### src/verilog/slea_pkg.sv
// Purpose: shared constants and types for the second level event aggregator
// Assumes: 32-bit register port, one word per register
// Notes: offsets are byte addresses on the plain register port
package slea_pkg;
	localparam int ADDR_W = 8;
	localparam int TOP_W = 17;
	// top-level request positions
	localparam int TOP_TMR1 = 0;
	localparam int TOP_TMR2 = 1;
	localparam int TOP_SC1 = 5;
	localparam int TOP_SC2 = 6;
	localparam int TOP_ADC = 11;
	// second-level widths and implemented bits
	localparam int TMR_W = 7;
	localparam int SC1_W = 15;
	localparam int SC2_W = 13;
	localparam int ADC_W = 5;
	localparam int NMI_W = 2;
	localparam logic [TMR_W-1:0] TMR_VALID = 7'h5F;
	localparam int NMI_XTAL = 0;
	localparam int NMI_WDOG = 1;
	// register offsets
	localparam logic [ADDR_W-1:0] OFF_TMR1_FLAG = 8'h00;
	localparam logic [ADDR_W-1:0] OFF_TMR2_FLAG = 8'h04;
	localparam logic [ADDR_W-1:0] OFF_SC1_FLAG = 8'h08;
	localparam logic [ADDR_W-1:0] OFF_SC2_FLAG = 8'h0C;
	localparam logic [ADDR_W-1:0] OFF_ADC_FLAG = 8'h10;
	localparam logic [ADDR_W-1:0] OFF_NMI_FLAG = 8'h14;
	localparam logic [ADDR_W-1:0] OFF_TMR1_CFG = 8'h20;
	localparam logic [ADDR_W-1:0] OFF_TMR2_CFG = 8'h24;
	localparam logic [ADDR_W-1:0] OFF_SC1_CFG = 8'h28;
	localparam logic [ADDR_W-1:0] OFF_SC2_CFG = 8'h2C;
	localparam logic [ADDR_W-1:0] OFF_ADC_CFG = 8'h30;
	localparam logic [ADDR_W-1:0] OFF_NMI_CFG = 8'h34;
	localparam logic [ADDR_W-1:0] OFF_MISS = 8'h40;
	localparam logic [ADDR_W-1:0] OFF_AFSR = 8'h44;
	localparam logic [ADDR_W-1:0] OFF_WDOG_CTRL = 8'h48;
	localparam logic [ADDR_W-1:0] OFF_WDOG_KICK = 8'h4C;
	localparam logic [ADDR_W-1:0] OFF_CLK_STAT = 8'h50;
	// aux fault status fields
	localparam int AFSR_W = 4;
	localparam int AFSR_BAD_WIDTH_FAULT = 0;
	localparam int AFSR_PROTECT = 1;
	localparam int AFSR_RESERVED = 2;
	localparam int AFSR_MISSED = 3;
	localparam logic [1:0] SIZE_WORD = 2'h2;
	// watchdog low-water time
	localparam longint WDOG_LOW_MS = 1792;
	localparam longint CLK_KHZ = 125000;
	localparam int unsigned WDOG_LOW_CYCLES = 32'(WDOG_LOW_MS * CLK_KHZ);

	typedef struct packed {
		logic valid;
		logic write;
		logic priv;
		logic [1:0] size;
		logic [1:0] addr_lo;
		logic apb;
		logic sys_periph;
		logic prot_ram;
		logic above_last;
		logic above_mem;
	} slea_access_s;
endpackage

### src/verilog/slea_flag_bank.sv
// Purpose: one peripheral's enable mask, sticky flags and miss detect
// Assumes: events are one-cycle pulses on ref_clk_i
// Notes: req_o and miss_o are combinational, registered by the parent
`timescale 1ns/1ps
`default_nettype none
module slea_flag_bank #(
	parameter int W = 8,
	parameter logic [W-1:0] VALID = '1
) (
	input wire logic ref_clk_i,
	input wire logic resetn_i,
	input wire logic [W-1:0] event_i,
	input wire logic cfg_we_i,
	input wire logic flag_we_i,
	input wire logic [W-1:0] wdata_i,
	output logic [W-1:0] cfg_o,
	output logic [W-1:0] flag_o,
	output logic req_o,
	output logic miss_o
);
	logic [W-1:0] cfg_r;
	logic [W-1:0] flag_r;
	logic [W-1:0] clr;
	logic [W-1:0] flag_nxt;

	always_ff @(posedge ref_clk_i)
	begin
		if (!resetn_i)
			cfg_r <= '0;
		else if (cfg_we_i)
			cfg_r <= wdata_i & VALID;
	end

	// event is or-ed in last, so a same-cycle clear loses
	assign clr = flag_we_i ? wdata_i : '0;
	assign flag_nxt = ((flag_r & ~clr) | event_i) & VALID;

	always_ff @(posedge ref_clk_i)
	begin
		if (!resetn_i)
			flag_r <= '0;
		else
			flag_r <= flag_nxt;
	end

	assign req_o = |(flag_r & cfg_r);
	assign miss_o = |(event_i & flag_r & cfg_r & VALID);
	assign cfg_o = cfg_r;
	assign flag_o = flag_r;
endmodule
`default_nettype wire

### src/verilog/slea_top.sv
// Purpose: second level event aggregator with nmi sources and bus fault status
// Assumes: peripheral events and bus access info are on ref_clk_i
// Notes: requests reach the outputs one cycle after the flag state
//
// Implementation choices: the address map and strobed register access.
`timescale 1ns/1ps
`default_nettype none
module slea_top
	import slea_pkg::*;
#(
	parameter int unsigned WDOG_CYCLES = WDOG_LOW_CYCLES
) (
	input wire logic ref_clk_i,
	input wire logic resetn_i,
	input wire logic [ADDR_W-1:0] addr_i,
	input wire logic [31:0] wdata_i,
	input wire logic wr_i,
	input wire logic rd_i,
	output logic [31:0] rdata_o,
	input wire logic [TMR_W-1:0] tmr1_ev_i,
	input wire logic [TMR_W-1:0] tmr2_ev_i,
	input wire logic [SC1_W-1:0] sc1_ev_i,
	input wire logic [SC2_W-1:0] sc2_ev_i,
	input wire logic [ADC_W-1:0] adc_ev_i,
	input wire logic [TOP_W-1:0] direct_irq_i,
	input wire logic xtal_sel_i,
	input wire logic xtal_fail_i,
	input wire slea_access_s access_i,
	output logic [TOP_W-1:0] irq_o,
	output logic nmi_o,
	output logic clk_on_rc_o,
	output logic bus_fault_o,
	output logic hard_fault_o
);
	logic [TMR_W-1:0] t1_cfg, t1_flag, t2_cfg, t2_flag;
	logic [SC1_W-1:0] s1_cfg, s1_flag;
	logic [SC2_W-1:0] s2_cfg, s2_flag;
	logic [ADC_W-1:0] ad_cfg, ad_flag;
	logic [NMI_W-1:0] nm_cfg, nm_flag, nmi_ev;
	logic t1_req, t2_req, s1_req, s2_req, ad_req, nm_req;
	logic t1_miss, t2_miss, s1_miss, s2_miss, ad_miss;
	logic [TOP_W-1:0] miss_r, miss_set, req_map;
	logic [AFSR_W-1:0] afsr_r, fault;
	logic xf_meta_r, xf_sync_r, clk_on_rc_r, clk_on_rc_d_r;
	logic wdog_en_r, wdog_hit_r;
	logic [31:0] wdog_cnt_r;
	logic [31:0] rdata_nxt;
	logic any_fault, prior_fault;

	function automatic logic wr_at(input logic [ADDR_W-1:0] off);
		return wr_i && (addr_i == off);
	endfunction

	// flag banks, one per peripheral
	slea_flag_bank #(.W(TMR_W), .VALID(TMR_VALID)) u_tmr1 (
		.ref_clk_i(ref_clk_i), .resetn_i(resetn_i), .event_i(tmr1_ev_i),
		.cfg_we_i(wr_at(OFF_TMR1_CFG)), .flag_we_i(wr_at(OFF_TMR1_FLAG)),
		.wdata_i(wdata_i[TMR_W-1:0]), .cfg_o(t1_cfg), .flag_o(t1_flag),
		.req_o(t1_req), .miss_o(t1_miss));
	slea_flag_bank #(.W(TMR_W), .VALID(TMR_VALID)) u_tmr2 (
		.ref_clk_i(ref_clk_i), .resetn_i(resetn_i), .event_i(tmr2_ev_i),
		.cfg_we_i(wr_at(OFF_TMR2_CFG)), .flag_we_i(wr_at(OFF_TMR2_FLAG)),
		.wdata_i(wdata_i[TMR_W-1:0]), .cfg_o(t2_cfg), .flag_o(t2_flag),
		.req_o(t2_req), .miss_o(t2_miss));
	slea_flag_bank #(.W(SC1_W)) u_sc1 (
		.ref_clk_i(ref_clk_i), .resetn_i(resetn_i), .event_i(sc1_ev_i),
		.cfg_we_i(wr_at(OFF_SC1_CFG)), .flag_we_i(wr_at(OFF_SC1_FLAG)),
		.wdata_i(wdata_i[SC1_W-1:0]), .cfg_o(s1_cfg), .flag_o(s1_flag),
		.req_o(s1_req), .miss_o(s1_miss));
	slea_flag_bank #(.W(SC2_W)) u_sc2 (
		.ref_clk_i(ref_clk_i), .resetn_i(resetn_i), .event_i(sc2_ev_i),
		.cfg_we_i(wr_at(OFF_SC2_CFG)), .flag_we_i(wr_at(OFF_SC2_FLAG)),
		.wdata_i(wdata_i[SC2_W-1:0]), .cfg_o(s2_cfg), .flag_o(s2_flag),
		.req_o(s2_req), .miss_o(s2_miss));
	slea_flag_bank #(.W(ADC_W)) u_adc (
		.ref_clk_i(ref_clk_i), .resetn_i(resetn_i), .event_i(adc_ev_i),
		.cfg_we_i(wr_at(OFF_ADC_CFG)), .flag_we_i(wr_at(OFF_ADC_FLAG)),
		.wdata_i(wdata_i[ADC_W-1:0]), .cfg_o(ad_cfg), .flag_o(ad_flag),
		.req_o(ad_req), .miss_o(ad_miss));
	slea_flag_bank #(.W(NMI_W)) u_nmi (
		.ref_clk_i(ref_clk_i), .resetn_i(resetn_i), .event_i(nmi_ev),
		.cfg_we_i(wr_at(OFF_NMI_CFG)), .flag_we_i(wr_at(OFF_NMI_FLAG)),
		.wdata_i(wdata_i[NMI_W-1:0]), .cfg_o(nm_cfg), .flag_o(nm_flag),
		.req_o(nm_req), .miss_o());

	// aggregated peripherals override the direct lines at their positions
	always_comb
	begin
		req_map = direct_irq_i;
		req_map[TOP_TMR1] = t1_req;
		req_map[TOP_TMR2] = t2_req;
		req_map[TOP_SC1] = s1_req;
		req_map[TOP_SC2] = s2_req;
		req_map[TOP_ADC] = ad_req;
		miss_set = '0;
		miss_set[TOP_TMR1] = t1_miss;
		miss_set[TOP_TMR2] = t2_miss;
		miss_set[TOP_SC1] = s1_miss;
		miss_set[TOP_SC2] = s2_miss;
		miss_set[TOP_ADC] = ad_miss;
	end

	always_ff @(posedge ref_clk_i)
	begin
		if (!resetn_i)
		begin
			irq_o <= '0;
			nmi_o <= 1'b0;
		end
		else
		begin
			irq_o <= req_map;
			nmi_o <= nm_req;
		end
	end

	always_ff @(posedge ref_clk_i)
	begin
		if (!resetn_i)
			miss_r <= '0;
		else if (wr_at(OFF_MISS))
			miss_r <= (miss_r & ~wdata_i[TOP_W-1:0]) | miss_set;
		else
			miss_r <= miss_r | miss_set;
	end

	// crystal failure pin comes from the oscillator, not this clock
	always_ff @(posedge ref_clk_i)
	begin
		if (!resetn_i)
		begin
			xf_meta_r <= 1'b0;
			xf_sync_r <= 1'b0;
		end
		else
		begin
			xf_meta_r <= xtal_fail_i;
			xf_sync_r <= xf_meta_r;
		end
	end

	// switch is sticky until reset; software cannot fall back to a dead crystal
	always_ff @(posedge ref_clk_i)
	begin
		if (!resetn_i)
		begin
			clk_on_rc_r <= 1'b0;
			clk_on_rc_d_r <= 1'b0;
		end
		else
		begin
			if (xtal_sel_i && xf_sync_r)
				clk_on_rc_r <= 1'b1;
			clk_on_rc_d_r <= clk_on_rc_r;
		end
	end
	assign clk_on_rc_o = clk_on_rc_r;

	always_ff @(posedge ref_clk_i)
	begin
		if (!resetn_i)
			wdog_en_r <= 1'b0;
		else if (wr_at(OFF_WDOG_CTRL))
			wdog_en_r <= wdata_i[0];
	end

	// counter parks at the hit so the event fires once per starvation
	always_ff @(posedge ref_clk_i)
	begin
		if (!resetn_i)
		begin
			wdog_cnt_r <= '0;
			wdog_hit_r <= 1'b0;
		end
		else if (!wdog_en_r || wr_at(OFF_WDOG_KICK))
		begin
			wdog_cnt_r <= '0;
			wdog_hit_r <= 1'b0;
		end
		else if (wdog_cnt_r != WDOG_CYCLES - 1)
		begin
			wdog_cnt_r <= wdog_cnt_r + 32'h1;
			// hit rises as the count lands on its last value
			// and drops while parked, so one pulse per starvation
			wdog_hit_r <= (wdog_cnt_r == WDOG_CYCLES - 2);
		end
		else
			wdog_hit_r <= 1'b0;
	end

	// event in the first cycle that the switch shows on clk_on_rc_r
	always_comb
	begin
		nmi_ev = '0;
		nmi_ev[NMI_XTAL] = clk_on_rc_r && !clk_on_rc_d_r;
		nmi_ev[NMI_WDOG] = wdog_hit_r;
	end

	// causes are computed independently so several can fire together
	always_comb
	begin
		fault = '0;
		if (access_i.valid)
		begin
			fault[AFSR_BAD_WIDTH_FAULT] = access_i.apb &&
				(access_i.size != SIZE_WORD || access_i.addr_lo != 2'h0);
			fault[AFSR_PROTECT] = access_i.write && !access_i.priv &&
				(access_i.sys_periph || access_i.prot_ram);
			fault[AFSR_RESERVED] = access_i.above_last || access_i.above_mem;
		end
	end
	assign any_fault = |fault;
	assign prior_fault = |afsr_r[AFSR_RESERVED:AFSR_BAD_WIDTH_FAULT];

	always_ff @(posedge ref_clk_i)
	begin
		if (!resetn_i)
			afsr_r <= '0;
		else
		begin
			afsr_r <= (wr_at(OFF_AFSR) ? afsr_r & ~wdata_i[AFSR_W-1:0] : afsr_r) | fault;
			if (any_fault && prior_fault)
				afsr_r[AFSR_MISSED] <= 1'b1;
		end
	end

	always_ff @(posedge ref_clk_i)
	begin
		if (!resetn_i)
		begin
			bus_fault_o <= 1'b0;
			hard_fault_o <= 1'b0;
		end
		else
		begin
			bus_fault_o <= any_fault && !prior_fault;
			hard_fault_o <= any_fault && prior_fault;
		end
	end

	always_comb
	begin
		rdata_nxt = 32'h0;
		case (addr_i)
			OFF_TMR1_FLAG: rdata_nxt[TMR_W-1:0] = t1_flag;
			OFF_TMR2_FLAG: rdata_nxt[TMR_W-1:0] = t2_flag;
			OFF_SC1_FLAG: rdata_nxt[SC1_W-1:0] = s1_flag;
			OFF_SC2_FLAG: rdata_nxt[SC2_W-1:0] = s2_flag;
			OFF_ADC_FLAG: rdata_nxt[ADC_W-1:0] = ad_flag;
			OFF_NMI_FLAG: rdata_nxt[NMI_W-1:0] = nm_flag;
			OFF_TMR1_CFG: rdata_nxt[TMR_W-1:0] = t1_cfg;
			OFF_TMR2_CFG: rdata_nxt[TMR_W-1:0] = t2_cfg;
			OFF_SC1_CFG: rdata_nxt[SC1_W-1:0] = s1_cfg;
			OFF_SC2_CFG: rdata_nxt[SC2_W-1:0] = s2_cfg;
			OFF_ADC_CFG: rdata_nxt[ADC_W-1:0] = ad_cfg;
			OFF_NMI_CFG: rdata_nxt[NMI_W-1:0] = nm_cfg;
			OFF_MISS: rdata_nxt[TOP_W-1:0] = miss_r;
			OFF_AFSR: rdata_nxt[AFSR_W-1:0] = afsr_r;
			OFF_WDOG_CTRL: rdata_nxt[0] = wdog_en_r;
			OFF_CLK_STAT: rdata_nxt[0] = clk_on_rc_r;
			default: rdata_nxt = 32'h0;
		endcase
	end

	always_ff @(posedge ref_clk_i)
	begin
		if (!resetn_i)
			rdata_o <= 32'h0;
		else if (rd_i)
			rdata_o <= rdata_nxt;
		else
			rdata_o <= 32'h0;
	end
endmodule
`default_nettype wire

### config.mk
export PLATFORM = sky130hd
export DESIGN_NAME = slea_top
export DESIGN_NICKNAME = d
export VERILOG_FILES = /design/src/verilog/slea_pkg.sv /design/src/verilog/slea_flag_bank.sv /design/src/verilog/slea_top.sv
export SDC_FILE = /design/constraint.sdc
export NUM_CORES = 1
export LEC_CHECK = 0
export BUFFER_PORTS_ARGS = -buffer_cell sky130_fd_sc_hd__buf_2
export CAP_MARGIN = 20
export CORE_MARGIN = 8
export CORE_UTILIZATION = 37
export DETAILED_ROUTE_END_ITERATION = 12
export SLEW_MARGIN = 10
export SYNTH_ARGS = -nofsm -noshare
export SYNTH_HDL_FRONTEND = slang
export SYNTH_SLANG_ARGS = --single-unit
### constraint.sdc
create_clock -name ref_clk_i -period 2.5 [get_ports ref_clk_i]
set_input_delay 0 -clock ref_clk_i [delete_from_list [all_inputs] [get_ports ref_clk_i]]
set_output_delay 0 -clock ref_clk_i [all_outputs]
set_load 0.02 [all_outputs]
Word-level counts from Yosys, hierarchy flattened

Index checks and enable logic that the tools add are counted.

Bits of input ports: 122
Word-level logic and storage cells: 160
Register bits: 207
Output and inout bits: 53

Multiplexer cells: 17
Equal/unequal tests: 19
Bitwise operators: 43
Add/subtract/negate cells: 1
Reductions and logical operators: 50

Operators by type and width:

| operator                | count |
|---|---|
| $and A15 B15 Y15        | 4 |
| $and A7 B7 Y7           | 8 |
| $and A13 B13 Y13        | 4 |
| $eq A8 B6 Y1 const B    | 6 |
| $eq A8 B7 Y1 const B    | 5 |
| $or A17 B12 Y17         | 2 |
| $add A32 B1 Y32 const B | 1 |
| $eq A32 B28 Y1 const B  | 1 |
| $ne A32 B28 Y1 const B  | 1 |
| $pmux W6 S5             | 1 |
| $reduce_or A15 Y1       | 2 |
| $reduce_or A13 Y1       | 2 |
| $pmux W2 S12            | 1 |
| $logic_and A1 B1 Y1     | 23 |
| $and A5 B5 Y5           | 4 |
| $pmux W2 S9             | 1 |
| $and A17 B17 Y17        | 1 |
| $mux W17                | 1 |
| $not A17 Y17            | 1 |
| $eq A8 B4 Y1 const B    | 2 |
| $eq A8 B5 Y1 const B    | 2 |
| $pmux W1 S16            | 1 |
| $mux W15                | 1 |
| $not A15 Y15            | 1 |
| 37 further kinds        | 54 |

Logic depth before layout (Yosys ltp)

Depth in word-level cells: 7
Mapped depth: 8
Gate-level depth less buffers: 5

Modules after synthesis

From an unflattened synthesis, not the netlist that was laid out.

Cell total of the unflattened synthesis: 1033
Area total of the unflattened synthesis: 9022.4 um^2

Modules (own cells, without submodules):

| module                      | area each (um^2) | cells an instance | seq. area each (um^2) | times used |
|---|---|---|---|---|
| slea_top                    | 4962.3           | 594               | 1921.8                | 1 |
| slea_flag_bank (u_sc1)      | 1285.0           | 140               | 600.6                 | 1 |
| slea_flag_bank (u_sc2)      | 1134.8           | 120               | 520.5                 | 1 |
| slea_flag_bank (u_tmr1 ...) | 528.0            | 58                | 240.2                 | 2 |
| slea_flag_bank (u_adc)      | 419.2            | 45                | 200.2                 | 1 |
| slea_flag_bank (u_nmi)      | 165.2            | 18                | 80.1                  | 1 |

Worst setup path before layout

OpenSTA, ideal clock, no wires.

Kind: reg2reg
Start: register wdog_cnt_r[8]
End: register wdog_cnt_r[27]
Slack: 0.748 ns
Arrival time: 1.624 ns
Path buffers: 1
Stages on the path, launching flop included: 7
Clock period less this slack: 1.752 ns
Data required time: 2.372 ns
Setup time: 0.128 ns
Cells stage by stage: dfxtp_1 nand4_2 or4_4 buf_6 nor4_4 xnor2_1 nor2_1

Word-level cells in the longest chain between the ends: 1
Elaborated cells on any way between the ends: 2
Those cells by class: add/sub: 1; eq/ne: 1

Ends and longest elaborated chain:

| element                                                  | line                             | text |
|---|---|---|
| start, declared                                          | slea_top.sv:46                   | `logic [31:0] wdog_cnt_r;` |
| start signal, assigned                                   | slea_top.sv:182                  | `wdog_cnt_r <= wdog_cnt_r + 32'h1;` |
| $add A32 B1 Y32 / $ne A32 B28 Y1 (equally long branches) | slea_top.sv:182, slea_top.sv:180 |  |

Parallel ways exist; a longest one is shown, timed or not.
A chain may end at the register's enable or synchronous reset.

Worst setup path after layout

Start: register wdog_cnt_r[25]
End: register wdog_cnt_r[16]

Word-level cells in the longest chain between the ends: 1

Ends and longest elaborated chain:

| element        | line            | text |
|---|---|---|
| $ne A32 B28 Y1 | slea_top.sv:180 | `else if (wdog_cnt_r != WDOG_CYCLES - 1)` |

No other way between the ends.

==> impl_metrics.ini <==
[status]
status = completed

[sta]
max_freq_ghz = 0.481
fin_crit_sh = 0.831
final_max_slew_viol_count = 0
fin_crit_ps = 2080
finalSetupViolations = 0
slew_headroom = 0.563
final_hold_viol_count = 0
finClkSkew_ps = 15.5
worst_pin_slew_ps = 640
rsz0062_at_grt = no
setup_tns_ps = 0

[critical_path]
cp-start-kind = flop
cp_max_fo = 10
path_cells = nor4_1 -> nand4_1 -> o41ai_4 -> or4_1 -> a21oi_1
crit_buf_inv = 0
crit_family = simple AND/OR/NAND/NOR gates
slowest_stage = o41ai_4
end_kind = flop
crit_start = wdog_cnt_r[25]
cp.arrival_ps = 2390
slowest_delay_ps = 670
worstPathRequired_ps = 2810
crit_type = reg2reg
rr_startpoint = wdog_cnt_r[25]

[global_route]
grt_pass1_wl_um = 45800
overflow = 0
grt_pass1_vias = 8327
antenna_found_initial = 3
grt_usage = 0.200
grt_max_degree = 46

[min_path]
hold_path_class = in2reg
min_from = wr_i

[pwr]
p_int_mw = 4.86
p_seq_frac = 0.480
combPwrFrac = 0.094
power_switching_mw = 1.74
clkPwrFrac = 0.426
p_leak_nw = 4.35
peakVddDrop_v = 0.000348
swShare = 0.264
p_per_area_nw_per_um2 = 578

[clock_tree]
cts_tree = done
post-cts-setup-buffers = 0
clockRootBuffer = clkbuf_16
cts.path.max_buffers = 2
clock_sinks = 190
path_clk_slew_ps = 80
cts_inserted_buffers = 17
insertion_delay_ps = 440
htree_levels = 4

[cells_and_area]
seq_area_um2 = 3800
layout_common_cells = dfxtp_1 (190), buf_2 (137), nand2_1 (107)
layout.nets = 1360
multi_input_area_um2 = 4610
post_route_cells_drive_above_1_share = 0.180
fin_cells = 1571
nFillCells = 2315
area_delta_synth_final_pct = 30.0
layout_commonest_cell = dfxtp_1
final_area_um2 = 11400

[drt]
firstDrtPassIters = 5
drtIter0Drc = 742
detail-route-antenna-nets = 0
drc = 0
via_count = 8548
routed_via_density = 5.44
wl_um = 29500
detail_route.wl_per_cell_um = 18.8

[synth]
synth_area_um2 = 8790
yosysSeqAreaShare = 0.433
synth.area.top_cells = dfxtp_1 (43%), a21oi_1 (4.6%), nand2_1 (4.6%), o21a_1 (4.3%), a21boi_0 (4.2%)
yosys.area.top_type = dfxtp_1
yosys.area.top_type_share = 0.433
synth-edff-count = 0
ys_types = 70
synth_area_per_cell_um2 = 8.68
synth_cells = 1012
asyncSetResetFlopFracSynth = 0
yosysWarnings = 0
synthFlopType = dfxtp_1
synth_seq_cells = 190

[job]
drv_cap = 0

[place]
port_buffers = 137
place_area_um2 = 9780
gp_congestion = 0.929
place_inst = 1433
place_hpwl_um = 20300

[floorplanning]
rows = 56
initial_core_util = 0.375
die_h_um = 170
pin_count = 175
die_x_um = 170
die_area_um2 = 28900
core-area_um2 = 23400
-- synthesized netlist by cell type (7+ instances only) --
cell      instances
nand4_1          16
nand2_1         107
mux2i_1          23
dfxtp_1         190
o21ai_0          19
a22oi_1          38
buf_2            15
xnor2_1          15
and3_1           16
buf_4            15
a21boi_0         49
clkbuf_1         40
o21a_1           50
or3_1            14
o22ai_1           9
and4_1            9
a21oi_1          81
inv_1             7
nor3_1           21
nand3_1          69
nor4_1            7
nor2_1           65
a31oi_1          19
and2_1           19
-- layout make-up --
cell class / count / share of cell area
clock inverter: 14 / 0.0145
tap: 319 / 0.0349
clock buffer: 18 / 0.0385
inverter: 7 / 0.00230
timing repair buffer: 270 / 0.172
multi-input combinational: 750 / 0.404
sequential: 190 / 0.333
antenna: 3 / 0.000657
-- final timing paths --
kind	slack, ps	depth (start not counted)	to
setup / recovery	420	5	wdog_cnt_r[16]
hold reg to reg	430	2	miss_r[16]
setup reg to reg	420	5	wdog_cnt_r[16]
hold / removal	60	4	wdog_en_r
-- state kept, by name, summed over array words and instances (netlist names), 2 cells and up --
signal         cells
u_tmr2.cfg_o       6
u_tmr1.cfg_o       6
u_sc2.flag_o      13
u_nmi.cfg_o        2
u_sc2.cfg_o       13
u_adc.flag_o       5
u_sc1.cfg_o       15
miss_r            17
u_nmi.flag_o       2
wdog_cnt_r        32
rdata_o           17
afsr_r             4
u_tmr2.flag_o      6
irq_o             17
u_sc1.flag_o      15
u_tmr1.flag_o      6
u_adc.cfg_o        5
-- worst reg2reg max path: stages (launching register included) --
cell,delay [ps]
dfxtp_1,340
nor4_1,380
nand4_1,300
o41ai_4,670
or4_1,190
a21oi_1,60
-- per-stage QoR --
stage	utilization	power, mW	setup WS (ps)	hold slack (ps)
after floorplan	-	3.50	748	87.0
after global placement	0.418	3.71	493	184
after detailed placement	0.418	3.72	462	186
after CTS	0.488	6.63	428	31.4
after global routing	0.488	6.84	145	70.3
final	0.488	6.60	422	64.0
-- per-layer routing --
metal	GRT usage	up-vias	part of all wire
met5	0	-	0
met4	0.0755	0	0.030
met3	0.0519	59	0.079
met2	0.322	327	0.47
met1	0.254	4027	0.42
li1	-	4135	-
-- repair_timing --
| item | CTS | global route |
|---|---|---|
| hold buffers | 103 | 0 |
| resized for setup | 0 | 0 |
| endpoints found under the hold margin | 116 | 0 |
-- power by group through the flow --
stage                     logic (mW)  registers, mW  clock network [mW]
after detailed placement       0.480           3.24                   0
after CTS                      0.609           3.17                2.86
after global placement         0.475           3.24                   0
after global routing           0.664           3.18                2.99
final                          0.619           3.17                2.81
after floorplan                0.270           3.23                   0
-- logic make-up after synthesis --
kind of cell / Yosys count / synth area share
other cells: 1 / 0.000427
simple gates: 378 / 0.223
flops: 190 / 0.433
mux: 29 / 0.0339
xor+xnor: 18 / 0.0179
compound gates: 308 / 0.240
buf+inv: 86 / 0.0488
fa+ha+maj: 2 / 0.00285
Power figures use the tool's default switching activity.
